--- src/core/bmon_params.svh ---
// Constants for the bus word and message monitor: register offsets, field positions,
// reset values, fixed shared RAM locations and timing counts.
// Assumes a 200 MHz core clock and a 16-bit word-addressed shared RAM.
`ifndef BMON_PARAMS_SVH
`define BMON_PARAMS_SVH
// APB byte offsets of the monitor registers.
`define BMON_OFS_CONFIG 12'h000
`define BMON_OFS_CONTROL 12'h004
`define BMON_OFS_TRIG_WORD 12'h008
`define BMON_OFS_INT_MASK 12'h00C
`define BMON_OFS_STACK_ADDR 12'h010
`define BMON_OFS_STATUS 12'h014
// Configuration register fields.
`define BMON_CFG_MODE_LO 0
`define BMON_CFG_AREA_B 2
`define BMON_CFG_TRIG_EN 3
`define BMON_CFG_START_ON 4
`define BMON_CFG_STOP_ON 5
`define BMON_CFG_SMALL_RAM 6
`define BMON_CFG_CMD_SZ_LO 7
`define BMON_CFG_DAT_SZ_LO 9
`define BMON_CFG_RESET 12'h000
`define BMON_CTL_START 0
`define BMON_CTL_STOP 1
`define BMON_MASK_PATTERN 0
// Fixed shared RAM locations.
`define BMON_WORD_PTR_A 16'h0100
`define BMON_WORD_PTR_B 16'h0104
`define BMON_CMD_PTR_A 16'h0102
`define BMON_DAT_PTR_A 16'h0103
`define BMON_CMD_PTR_B 16'h0106
`define BMON_DAT_PTR_B 16'h0107
`define BMON_LUT_BASE 16'h0280
`define BMON_TOP_LARGE 16'hFFFF
`define BMON_TOP_SMALL 16'h0FFF
`define BMON_CMD_STACK_MIN 16'h0100
`define BMON_DAT_STACK_MIN 16'h0200
`define BMON_BCAST_ADDR 5'h1F
// Tag word layout.
`define BMON_TAG_CHAN_B 15
`define BMON_TAG_VALID 14
`define BMON_TAG_CMD_SYNC 13
// Timing: gap resolution and message timeout.
`define BMON_CLK_MHZ 200
`define BMON_GAP_UNIT_US 1
`define BMON_GAP_UNIT_CYCLES (`BMON_CLK_MHZ * `BMON_GAP_UNIT_US)
`define BMON_MSG_TIMEOUT_US 20
`endif

--- src/core/bmon_pkg.sv ---
// Types shared by the bus monitor: modes, sequencer states and carrier structs.
// Assumes the constants of bmon_params.svh for field widths.
package bmon_pkg;
   typedef enum logic [1:0] {MODE_OFF, MODE_WORD, MODE_SEL, MODE_COMB} bmon_mode_type;
   typedef enum logic [3:0] {ST_IDLE, ST_LOAD_A, ST_LOAD_B, ST_RUN, ST_WR_WORD, ST_WR_TAG,
      ST_LUT, ST_WR_CMD, ST_WR_DATA, ST_WB_CMD, ST_WB_DAT} bmon_state_type;
   // One decoded 1553 word from the receivers.
   typedef struct packed {
      logic strobe;
      logic [15:0] data;
      logic chan_b;
      logic cmd_sync;
      logic err;
   } bmon_rx_word_type;
   // Request to the shared RAM arbiter.
   typedef struct packed {
      logic req;
      logic we;
      logic [15:0] addr;
      logic [15:0] wdata;
   } bmon_ram_req_type;
   // Complete state of the monitor.
   typedef struct packed {
      bmon_state_type state;
      logic [11:0] cfg;
      logic [15:0] trig_word;
      logic irq_mask;
      logic active;
      logic stop_pend;
      logic [15:0] addr_cnt;
      logic [15:0] cmd_ptr;
      logic [15:0] cur_cmd;
      logic pend;
      logic [15:0] pend_data;
      logic [15:0] pend_tag;
      logic ext_s1;
      logic ext_s2;
      logic ext_prev;
      logic [7:0] gap_sub;
      logic [7:0] gap_us;
      logic in_msg;
      logic store;
      logic first;
      logic [5:0] remain;
      logic rd_wait;
      logic irq;
      logic [31:0] prdata;
      logic pslverr;
   } bmon_regs_type;
endpackage

--- src/core/bmon_top.sv ---
// Bus word and message monitor for a dual-redundant 1553 bus, writing into shared RAM.
// Assumes decoded words arrive from receivers on core_clk_in, a RAM arbiter that grants
// requests and returns read data the cycle after a granted read, and an APB master.
// How it works
// - Started word mode captures every command, status and data word from both buses.
// - Each captured word is written to RAM, then its tag word next.
// - Tag word carries bus channel, validity and gap time since previous word.
// - Word mode starts at the address held in pointer location 0100 for area A, 0104 for area B.
// - Current capture address sits in a counter readable as the stack address register.
// - Pointer locations 0100 and 0104 are overwritten, never skipped.
// - Capture counter wraps to zero after FFFF, or 0FFF for small RAM.
// - One 16-bit trigger word serves both pattern trigger and pattern interrupt.
// - Pattern interrupt fires only with its mask bit set.
// - With trigger enabled, a match starts or stops capture as configured.
// - A rising edge on the external trigger starts word capture.
// - Selective mode frames messages itself and stores them without the host.
// - Combined mode leaves own and broadcast address to the terminal, monitors the rest.
// - Message monitor has own command and data stacks with fixed pointer locations.
// - After a valid command, one lookup word is read at 0280 plus address offset.
// - Low four subaddress bits select the enable bit within the lookup word.
// - Bit 0 ignores the message; bit 1 stores command entry and data/status words.
// - Enabled terminal-to-terminal receive also stores the transmit command in data stack.
// - Lookup address: 15-10 zero, 9 one, 8 zero, 7 one, address, T/R, subaddress MSB.
// - Stack pointers at 102/106 and 103/107; lookup table occupies 0280 to 02FF.
// - Command stack 256 to 16K words, data stack 512 to 64K words.
//
// Local design decisions: the APB register port and the address map.
`include "bmon_params.svh"
`timescale 1ns/10ps
`default_nettype none
module bmon_top
   import bmon_pkg::*;
(
   input wire logic core_clk_in,
   input wire logic rst_n_in,
   input wire logic psel_in,
   input wire logic penable_in,
   input wire logic pwrite_in,
   input wire logic [11:0] paddr_in,
   input wire logic [31:0] pwdata_in,
   output var logic [31:0] prdata_out,
   output var logic pready_out,
   output var logic pslverr_out,
   input wire bmon_rx_word_type rx_word_in,
   input wire logic external_capture_start_input_in,
   input wire logic [4:0] terminal_address_bits_in,
   output var bmon_ram_req_type ram_out,
   input wire logic ram_gnt_in,
   input wire logic [15:0] ram_rdata_in,
   output var logic pattern_irq_out
);

   // Advance a pointer by one inside the aligned block that the mask describes.
   function automatic logic [15:0] f_wrap(input logic [15:0] ptr, input logic [15:0] mask);
      return (ptr & ~mask) | ((ptr + 16'h0001) & mask);
   endfunction

   // Words that follow a command: data words plus a status unless broadcast.
   function automatic logic [5:0] f_expect(input logic [15:0] cmd);
      logic [5:0] nd;
      nd = 6'h00;
      if (cmd[9:5] == 5'h00 || cmd[9:5] == 5'h1F) begin
         nd = {5'h00, cmd[4]};
      end else if (cmd[4:0] == 5'h00) begin
         nd = 6'h20;
      end else begin
         nd = {1'b0, cmd[4:0]};
      end
      return nd + ((cmd[15:11] == `BMON_BCAST_ADDR) ? 6'h00 : 6'h01);
   endfunction

   logic [1:0] rst_pipe_reg;
   logic rst_n_sync;
   bmon_regs_type st_reg;
   bmon_regs_type st_next;
   bmon_mode_type mode;
   logic word_mode;
   logic area_b;
   logic [15:0] top_mask;
   logic [15:0] cmd_mask;
   logic [15:0] dat_mask;
   logic [15:0] lut_addr;
   logic lut_bit;
   logic match;
   logic ext_rise;
   logic apb_setup;
   logic apb_wr;
   logic own_msg;

   // The reset is released through two flops so every state flop leaves reset together.
   always_ff @(posedge core_clk_in or negedge rst_n_in) begin
      if (!rst_n_in) begin
         rst_pipe_reg <= 2'h0;
      end else begin
         rst_pipe_reg <= {rst_pipe_reg[0], 1'b1};
      end
   end
   assign rst_n_sync = rst_pipe_reg[1];

   // Decoded configuration and addresses used throughout the sequencer.
   assign mode = bmon_mode_type'(st_reg.cfg[`BMON_CFG_MODE_LO +: 2]);
   assign word_mode = (mode == MODE_WORD);
   assign area_b = st_reg.cfg[`BMON_CFG_AREA_B];
   assign top_mask = st_reg.cfg[`BMON_CFG_SMALL_RAM] ? `BMON_TOP_SMALL : `BMON_TOP_LARGE;
   assign cmd_mask = (`BMON_CMD_STACK_MIN << {st_reg.cfg[`BMON_CFG_CMD_SZ_LO +: 2], 1'b0}) - 16'h0001;
   assign dat_mask = (`BMON_DAT_STACK_MIN << st_reg.cfg[`BMON_CFG_DAT_SZ_LO +: 3]) - 16'h0001;
   assign lut_addr = `BMON_LUT_BASE | {9'h000, st_reg.cur_cmd[15:10], st_reg.cur_cmd[9]};
   assign lut_bit = ram_rdata_in[st_reg.cur_cmd[8:5]];
   assign match = rx_word_in.strobe && word_mode && (rx_word_in.data == st_reg.trig_word);
   assign ext_rise = st_reg.ext_s2 && !st_reg.ext_prev;
   assign apb_setup = psel_in && !penable_in;
   assign apb_wr = psel_in && penable_in && pwrite_in;
   assign own_msg = (mode == MODE_COMB) && ((st_reg.pend_data[15:11] == terminal_address_bits_in)
      || (st_reg.pend_data[15:11] == `BMON_BCAST_ADDR));

   // Next-state logic: sequencer first, then trigger, bus and word capture so their sets win.
   always_comb begin
      st_next = st_reg;
      st_next.irq = 1'b0;
      st_next.ext_s1 = external_capture_start_input_in;
      st_next.ext_s2 = st_reg.ext_s1;
      st_next.ext_prev = st_reg.ext_s2;
      unique case (st_reg.state)
         ST_IDLE: begin
            st_next.pend = 1'b0;
            st_next.in_msg = 1'b0;
            st_next.rd_wait = 1'b0;
            if (st_reg.active && mode != MODE_OFF) begin
               st_next.state = ST_LOAD_A;
            end
         end
         ST_LOAD_A: begin
            if (st_reg.rd_wait) begin
               st_next.rd_wait = 1'b0;
               if (word_mode) begin
                  st_next.addr_cnt = ram_rdata_in;
                  st_next.state = ST_RUN;
               end else begin
                  st_next.cmd_ptr = ram_rdata_in;
                  st_next.state = ST_LOAD_B;
               end
            end else if (ram_gnt_in) begin
               st_next.rd_wait = 1'b1;
            end
         end
         ST_LOAD_B: begin
            if (st_reg.rd_wait) begin
               st_next.rd_wait = 1'b0;
               st_next.addr_cnt = ram_rdata_in;
               st_next.state = ST_RUN;
            end else if (ram_gnt_in) begin
               st_next.rd_wait = 1'b1;
            end
         end
         ST_RUN: begin
            if (!st_reg.active) begin
               // A stop in mid-message still writes the pointers back so the stacks stay consistent.
               st_next.in_msg = 1'b0;
               st_next.state = (st_reg.in_msg && st_reg.store) ? ST_WB_CMD : ST_IDLE;
            end else if (st_reg.pend) begin
               st_next.pend = 1'b0;
               if (word_mode) begin
                  st_next.state = ST_WR_WORD;
               end else if (!st_reg.in_msg) begin
                  // Only a valid command-sync word can open a message.
                  if (st_reg.pend_tag[`BMON_TAG_CMD_SYNC] && st_reg.pend_tag[`BMON_TAG_VALID]) begin
                     st_next.cur_cmd = st_reg.pend_data;
                     if (own_msg) begin
                        st_next.in_msg = 1'b1;
                        st_next.store = 1'b0;
                        st_next.first = 1'b1;
                        st_next.remain = f_expect(st_reg.pend_data);
                     end else begin
                        st_next.state = ST_LUT;
                     end
                  end
               end else begin
                  st_next.first = 1'b0;
                  if (st_reg.first && st_reg.pend_tag[`BMON_TAG_CMD_SYNC] && !st_reg.cur_cmd[10]) begin
                     st_next.remain = f_expect(st_reg.cur_cmd) + 6'h01;
                  end else begin
                     st_next.remain = st_reg.remain - 6'h01;
                  end
                  if (st_next.remain == 6'h00 || !st_reg.pend_tag[`BMON_TAG_VALID]) begin
                     st_next.in_msg = 1'b0;
                  end
                  if (st_reg.store) begin
                     st_next.state = ST_WR_DATA;
                  end
               end
            end else if (st_reg.in_msg && st_reg.gap_us >= 8'(`BMON_MSG_TIMEOUT_US)) begin
               // A silent bus ends the message so a lost response cannot stall framing.
               st_next.in_msg = 1'b0;
               st_next.state = st_reg.store ? ST_WB_CMD : ST_RUN;
            end
         end
         ST_WR_WORD: begin
            if (ram_gnt_in) begin
               st_next.addr_cnt = f_wrap(st_reg.addr_cnt, top_mask);
               st_next.state = ST_WR_TAG;
            end
         end
         ST_WR_TAG: begin
            if (ram_gnt_in) begin
               st_next.addr_cnt = f_wrap(st_reg.addr_cnt, top_mask);
               st_next.state = ST_RUN;
               if (st_reg.stop_pend) begin
                  st_next.active = 1'b0;
                  st_next.stop_pend = 1'b0;
               end
            end
         end
         ST_LUT: begin
            if (st_reg.rd_wait) begin
               st_next.rd_wait = 1'b0;
               st_next.store = lut_bit;
               st_next.in_msg = 1'b1;
               st_next.first = 1'b1;
               st_next.remain = f_expect(st_reg.cur_cmd);
               st_next.state = lut_bit ? ST_WR_CMD : ST_RUN;
            end else if (ram_gnt_in) begin
               st_next.rd_wait = 1'b1;
            end
         end
         ST_WR_CMD: begin
            if (ram_gnt_in) begin
               st_next.cmd_ptr = f_wrap(st_reg.cmd_ptr, cmd_mask);
               st_next.state = ST_RUN;
            end
         end
         ST_WR_DATA: begin
            if (ram_gnt_in) begin
               st_next.addr_cnt = f_wrap(st_reg.addr_cnt, dat_mask);
               st_next.state = st_reg.in_msg ? ST_RUN : ST_WB_CMD;
            end
         end
         ST_WB_CMD: begin
            if (ram_gnt_in) begin
               st_next.state = ST_WB_DAT;
            end
         end
         ST_WB_DAT: begin
            if (ram_gnt_in) begin
               st_next.state = ST_RUN;
            end
         end
      endcase
      // Pattern interrupt and trigger act on every word in word mode, so start-on-trigger works while stopped.
      if (match && st_reg.irq_mask) begin
         st_next.irq = 1'b1;
      end
      if (match && st_reg.cfg[`BMON_CFG_TRIG_EN]) begin
         if (st_reg.cfg[`BMON_CFG_START_ON]) begin
            st_next.active = 1'b1;
         end
         if (st_reg.cfg[`BMON_CFG_STOP_ON] && st_reg.active) begin
            st_next.stop_pend = 1'b1;
         end
      end
      if (ext_rise && word_mode) begin
         st_next.active = 1'b1;
      end
      // Read data is latched in the setup phase so the access phase answers from flops.
      if (apb_setup) begin
         st_next.pslverr = 1'b0;
         st_next.prdata = 32'h0000_0000;
         unique case (paddr_in)
            `BMON_OFS_CONFIG: st_next.prdata = {20'h0_0000, st_reg.cfg};
            `BMON_OFS_CONTROL: st_next.prdata = 32'h0000_0000;
            `BMON_OFS_TRIG_WORD: st_next.prdata = {16'h0000, st_reg.trig_word};
            `BMON_OFS_INT_MASK: st_next.prdata = {31'h0000_0000, st_reg.irq_mask};
            `BMON_OFS_STACK_ADDR: st_next.prdata = {16'h0000, st_reg.addr_cnt};
            `BMON_OFS_STATUS: st_next.prdata = {29'h0000_0000, st_reg.in_msg, st_reg.state != ST_IDLE,
               st_reg.active};
            default: st_next.pslverr = 1'b1;
         endcase
      end
      if (apb_wr) begin
         unique case (paddr_in)
            `BMON_OFS_CONFIG: st_next.cfg = pwdata_in[11:0];
            `BMON_OFS_TRIG_WORD: st_next.trig_word = pwdata_in[15:0];
            `BMON_OFS_INT_MASK: st_next.irq_mask = pwdata_in[`BMON_MASK_PATTERN];
            `BMON_OFS_CONTROL: begin
               if (pwdata_in[`BMON_CTL_START]) begin
                  st_next.active = 1'b1;
               end
               if (pwdata_in[`BMON_CTL_STOP]) begin
                  st_next.active = 1'b0;
                  st_next.stop_pend = 1'b0;
               end
            end
            default: ;
         endcase
      end
      // Gap timer in microseconds; a new word latches the tag and restarts it.
      if (rx_word_in.strobe) begin
         st_next.pend = 1'b1;
         st_next.pend_data = rx_word_in.data;
         st_next.pend_tag = {rx_word_in.chan_b, !rx_word_in.err, rx_word_in.cmd_sync, 5'h00,
            st_reg.gap_us};
         st_next.gap_sub = 8'h00;
         st_next.gap_us = 8'h00;
      end else if (st_reg.gap_sub == 8'(`BMON_GAP_UNIT_CYCLES - 1)) begin
         st_next.gap_sub = 8'h00;
         st_next.gap_us = (st_reg.gap_us == 8'hFF) ? 8'hFF : st_reg.gap_us + 8'h01;
      end else begin
         st_next.gap_sub = st_reg.gap_sub + 8'h01;
      end
   end

   // Single state register of the whole monitor.
   always_ff @(posedge core_clk_in or negedge rst_n_sync) begin
      if (!rst_n_sync) begin
         st_reg <= '0;
      end else begin
         st_reg <= st_next;
      end
   end

   // RAM request follows the state; reads drop the request while waiting for data.
   always_comb begin
      ram_out = '0;
      unique case (st_reg.state)
         ST_LOAD_A: begin
            ram_out.req = !st_reg.rd_wait;
            if (word_mode) begin
               ram_out.addr = area_b ? `BMON_WORD_PTR_B : `BMON_WORD_PTR_A;
            end else begin
               ram_out.addr = area_b ? `BMON_CMD_PTR_B : `BMON_CMD_PTR_A;
            end
         end
         ST_LOAD_B: begin
            ram_out.req = !st_reg.rd_wait;
            ram_out.addr = area_b ? `BMON_DAT_PTR_B : `BMON_DAT_PTR_A;
         end
         ST_LUT: begin
            ram_out.req = !st_reg.rd_wait;
            ram_out.addr = lut_addr;
         end
         ST_WR_WORD, ST_WR_TAG, ST_WR_DATA: begin
            ram_out.req = 1'b1;
            ram_out.we = 1'b1;
            ram_out.addr = st_reg.addr_cnt;
            ram_out.wdata = (st_reg.state == ST_WR_TAG) ? st_reg.pend_tag : st_reg.pend_data;
         end
         ST_WR_CMD: begin
            ram_out.req = 1'b1;
            ram_out.we = 1'b1;
            ram_out.addr = st_reg.cmd_ptr;
            ram_out.wdata = st_reg.cur_cmd;
         end
         ST_WB_CMD, ST_WB_DAT: begin
            ram_out.req = 1'b1;
            ram_out.we = 1'b1;
            if (st_reg.state == ST_WB_CMD) begin
               ram_out.addr = area_b ? `BMON_CMD_PTR_B : `BMON_CMD_PTR_A;
               ram_out.wdata = st_reg.cmd_ptr;
            end else begin
               ram_out.addr = area_b ? `BMON_DAT_PTR_B : `BMON_DAT_PTR_A;
               ram_out.wdata = st_reg.addr_cnt;
            end
         end
         default: ;
      endcase
   end

   // Bus answers without wait states; data and error come from flops.
   assign pready_out = psel_in && penable_in;
   assign prdata_out = st_reg.prdata;
   assign pslverr_out = st_reg.pslverr;
   assign pattern_irq_out = st_reg.irq;
endmodule // bmon_top
`default_nettype wire
--- config.mk ---
export PLATFORM = sky130hd
export DESIGN_NAME = bmon_top
export DESIGN_NICKNAME = d
export VERILOG_FILES = /design/src/core/bmon_pkg.sv /design/src/core/bmon_top.sv
export VERILOG_INCLUDE_DIRS = /design/src /design/src/core
export SDC_FILE = /design/constraint.sdc
export NUM_CORES = 1
export LEC_CHECK = 0
export BUFFER_PORTS_ARGS = -buffer_cell sky130_fd_sc_hd__buf_2
export CORE_ASPECT_RATIO = 1.75
export CORE_MARGIN = 2
export CORE_UTILIZATION = 59
export CTS_BUF_LIST = sky130_fd_sc_hd__clkbuf_8
export CTS_CLUSTER_SIZE = 40
export DETAILED_ROUTE_END_ITERATION = 16
export PLACE_DENSITY = 0.91
export SETUP_SLACK_MARGIN = 0.5
export SYNTH_ARGS = -nofsm -noshare
export SYNTH_HDL_FRONTEND = slang
export SYNTH_SLANG_ARGS = --single-unit
--- constraint.sdc ---
create_clock -name core_clk_in -period 6.2 [get_ports core_clk_in]
set_input_delay 0.31 -clock core_clk_in [delete_from_list [all_inputs] [get_ports core_clk_in]]
set_output_delay 0.31 -clock core_clk_in [all_outputs]
set_load 0.005 [all_outputs]
==> metrics.txt <==
io pins=161; first-pass GRT wire length=51.4 mm; pwr dens=189 nW/um^2; nets=1288; crit-path cells=nand2b_1 > nor2_4 > a22oi_1 > nand3_1 > buf_2; Routed wire per std cell=23.3 um; Critical Path Max Stage Delay=1.05 ns; setup TNS=0 ns; die height=178 um; Netlist Area Pre-Place=10200 sq um; RSZ-0062 raised after global routing=no; Vias/cell=6.82; worst-case clock buffer depth=2; sequential share of the synthesized area=0.394; GRT Overall Usage=0.374; routed vias=9702; worst reg2reg path startpoint=st_reg[101]; worst-margin pin slew=1.22 ns; vias in the first global route=9258; DRC Markers=0; flop2flop setup slack=2.98 ns; YS warnings=0; Crit Path Max Fanout=59; total grt overflow=0; critical-path cell with the highest stage delay=nor2_4; max reg flops=120; EDFF count, synth=0; Worst Min Path Start=pwdata_in[12]; TritonCTS Buffers=17; final critical-path required period=3.64 ns; Critical Path Source Type=register; max cap viols=0; htree depth=4; Worst Setup End Kind=primary output; routed wire length=33.2 mm; final worst-path cycle share=0.588; I/O Buffers=128; # resized after CTS=0; root buf cell=clkbuf_8; Hold Path Sink=st_reg[159]; Max IR drop VDD=0.167 mV; Pwr Total=0.00210 W; Final Hold Viols=0; DR pass1 iterations=7; DR iter-0 viols=971; initial antenna violation count=0; HP Class=in -> reg; status=complete, no violations; antenna cells=0; Lkg Pwr=4.92 nW; Mapped Cells=1109; fraction of layout cells with a size suffix above 1=0.225; fraction of registers with async set or reset after synthesis=1.00; maximum clock rate=0.274 GHz; post-CTS setup buffer count=0; Routed Antenna Nets=0; DP HPWL=24.3 mm; commonest cells after routing, fill and taps aside=dfrtp_1 (159), buf_2 (128), nand2_1 (115); gpl congestion=0.991; critical path required time=5.89 ns; RR Endpoint=st_reg[37]; num rows=63; endpoints failing setup=0; Avg Synthesized Cell Area=9.16 sq um; die extent in x=103 um; R2R depth=12; most frequent standard cell in the layout excluding fill and tap cells=dfrtp_1; top_reg_cell synth=dfrtp_1; clock skew=0.0204 ns; post-synthesis cell type count=84; Max-slew headroom=0.182; Crit Path Class=reg -> out; clock sink count=160; Initial Util=0.600; CTS tree=yes; pin count of the biggest net entering global routing=62; core box area=16900 sq um; CP delay by family, top=simple AND/OR/NAND/NOR gates; Yosys reg bits=160; CP Depth=5; CP Buf/Inv Count=1; Worst Hold Depth=2; Pins Over Slew Limit=0; critical path data arrival time=3.33 ns; Reg clk slew, reported paths=0.11 ns; Area Overhead vs Synth=9.23%; Die ar.=18300 sq um; clk_lat worst skew=0.49 ns
cells by family after synthesis:
family          synth area share
buf+inv                   0.0648
fa+ha+maj                 0.0160
flops                      0.394
compound gates             0.199
mux                        0.102
xor+xnor                  0.0371
simple gates               0.187
other cells             0.000739
final cells by class:
cell class                 count  area (sq um)
tap                          227           284
timing repair buffer         141           746
multi-input combinational    833          5570
sequential                   160          4010
clock buffer                  18           248
inverter                      30           113
clock inverter                14           139
fill                        1375          5850
synthesized netlist by cell type (6+ instances only):
cell type,n,area (sq um)
mux2i_1,6,60.1
a21oi_1,65,325
and2_1,8,50.1
xor2_1,21,184
a222oi_1,13,130
nand3_1,57,285
nand2b_1,14,87.6
a22o_1,11,96.3
nor3b_1,6,45.0
nor2_1,69,259
o21ai_0,75,375
nor3_1,18,90.1
a22oi_1,38,285
dfrtp_1,160,4000
nor4_1,10,62.6
nor2b_1,10,62.6
mux2_2,75,845
a211oi_1,15,113
buf_4,33,248
a31oi_1,10,62.6
o22ai_1,12,75.1
clkbuf_1,46,173
nand2_1,115,432
o31ai_1,6,45.0
inv_1,30,113
buf_2,14,70.1
and3_1,16,100
ha_1,13,163
nand4_1,12,75.1
xnor2_1,22,193
through the flow:
| stage | cell area, sq um | utilization | std cells | hold slack (ns) | setup slack, ns |
|---|---|---|---|---|---|
| after global routing | 11100 | 0.655 | 1423 | 0.0546 | 2.39 |
| after CTS | 11100 | 0.655 | 1423 | 0.0475 | 2.70 |
| after floorplan | 10200 | - | 1124 | 0.0144 | 1.41 |
| after global placement | 10700 | 0.630 | 1388 | 0.0973 | 3.08 |
| after detailed placement | 10700 | 0.630 | 1388 | 0.0967 | 3.00 |
| final | 11100 | 0.655 | 1423 | 0.0529 | 2.56 |
routing by layer:
| layer | part of all wire | GRT usage |
|---|---|---|
| met4 | 0.11 | 0.314 |
| met5 | 0 | 0 |
| met1 | 0.33 | 0.424 |
| met3 | 0.10 | 0.0985 |
| met2 | 0.46 | 0.574 |
how the worst max path moves through the flow:
stage,from,endpoint,slack (ns)
CTS,st_reg[177],ram_out[31],2.70
finish,st_reg[177],ram_out[6],2.56
detailed placement,st_reg[101],st_reg[37],3.00
global placement,st_reg[101],st_reg[37],3.08
global route,st_reg[177],ram_out[6],2.39
floorplan,rst_pipe_reg[1],async pin,1.41
power by group:
| group | internal, W | total [W] | switching (W) |
|---|---|---|---|
| clock | 0.000310 | 0.000786 | 0.000476 |
| combinational | 0.0000776 | 0.000184 | 0.000106 |
| sequential | 0.00106 | 0.00113 | 0.0000603 |
what timing repair did:
| action | CTS | global route |
|---|---|---|
| hold buffers | 3 | 0 |
| endpoints found under the hold margin | 4 | 0 |
| setup endpoints to repair | 0 | 0 |
Note: power is estimated with default switching activity, not from simulation.
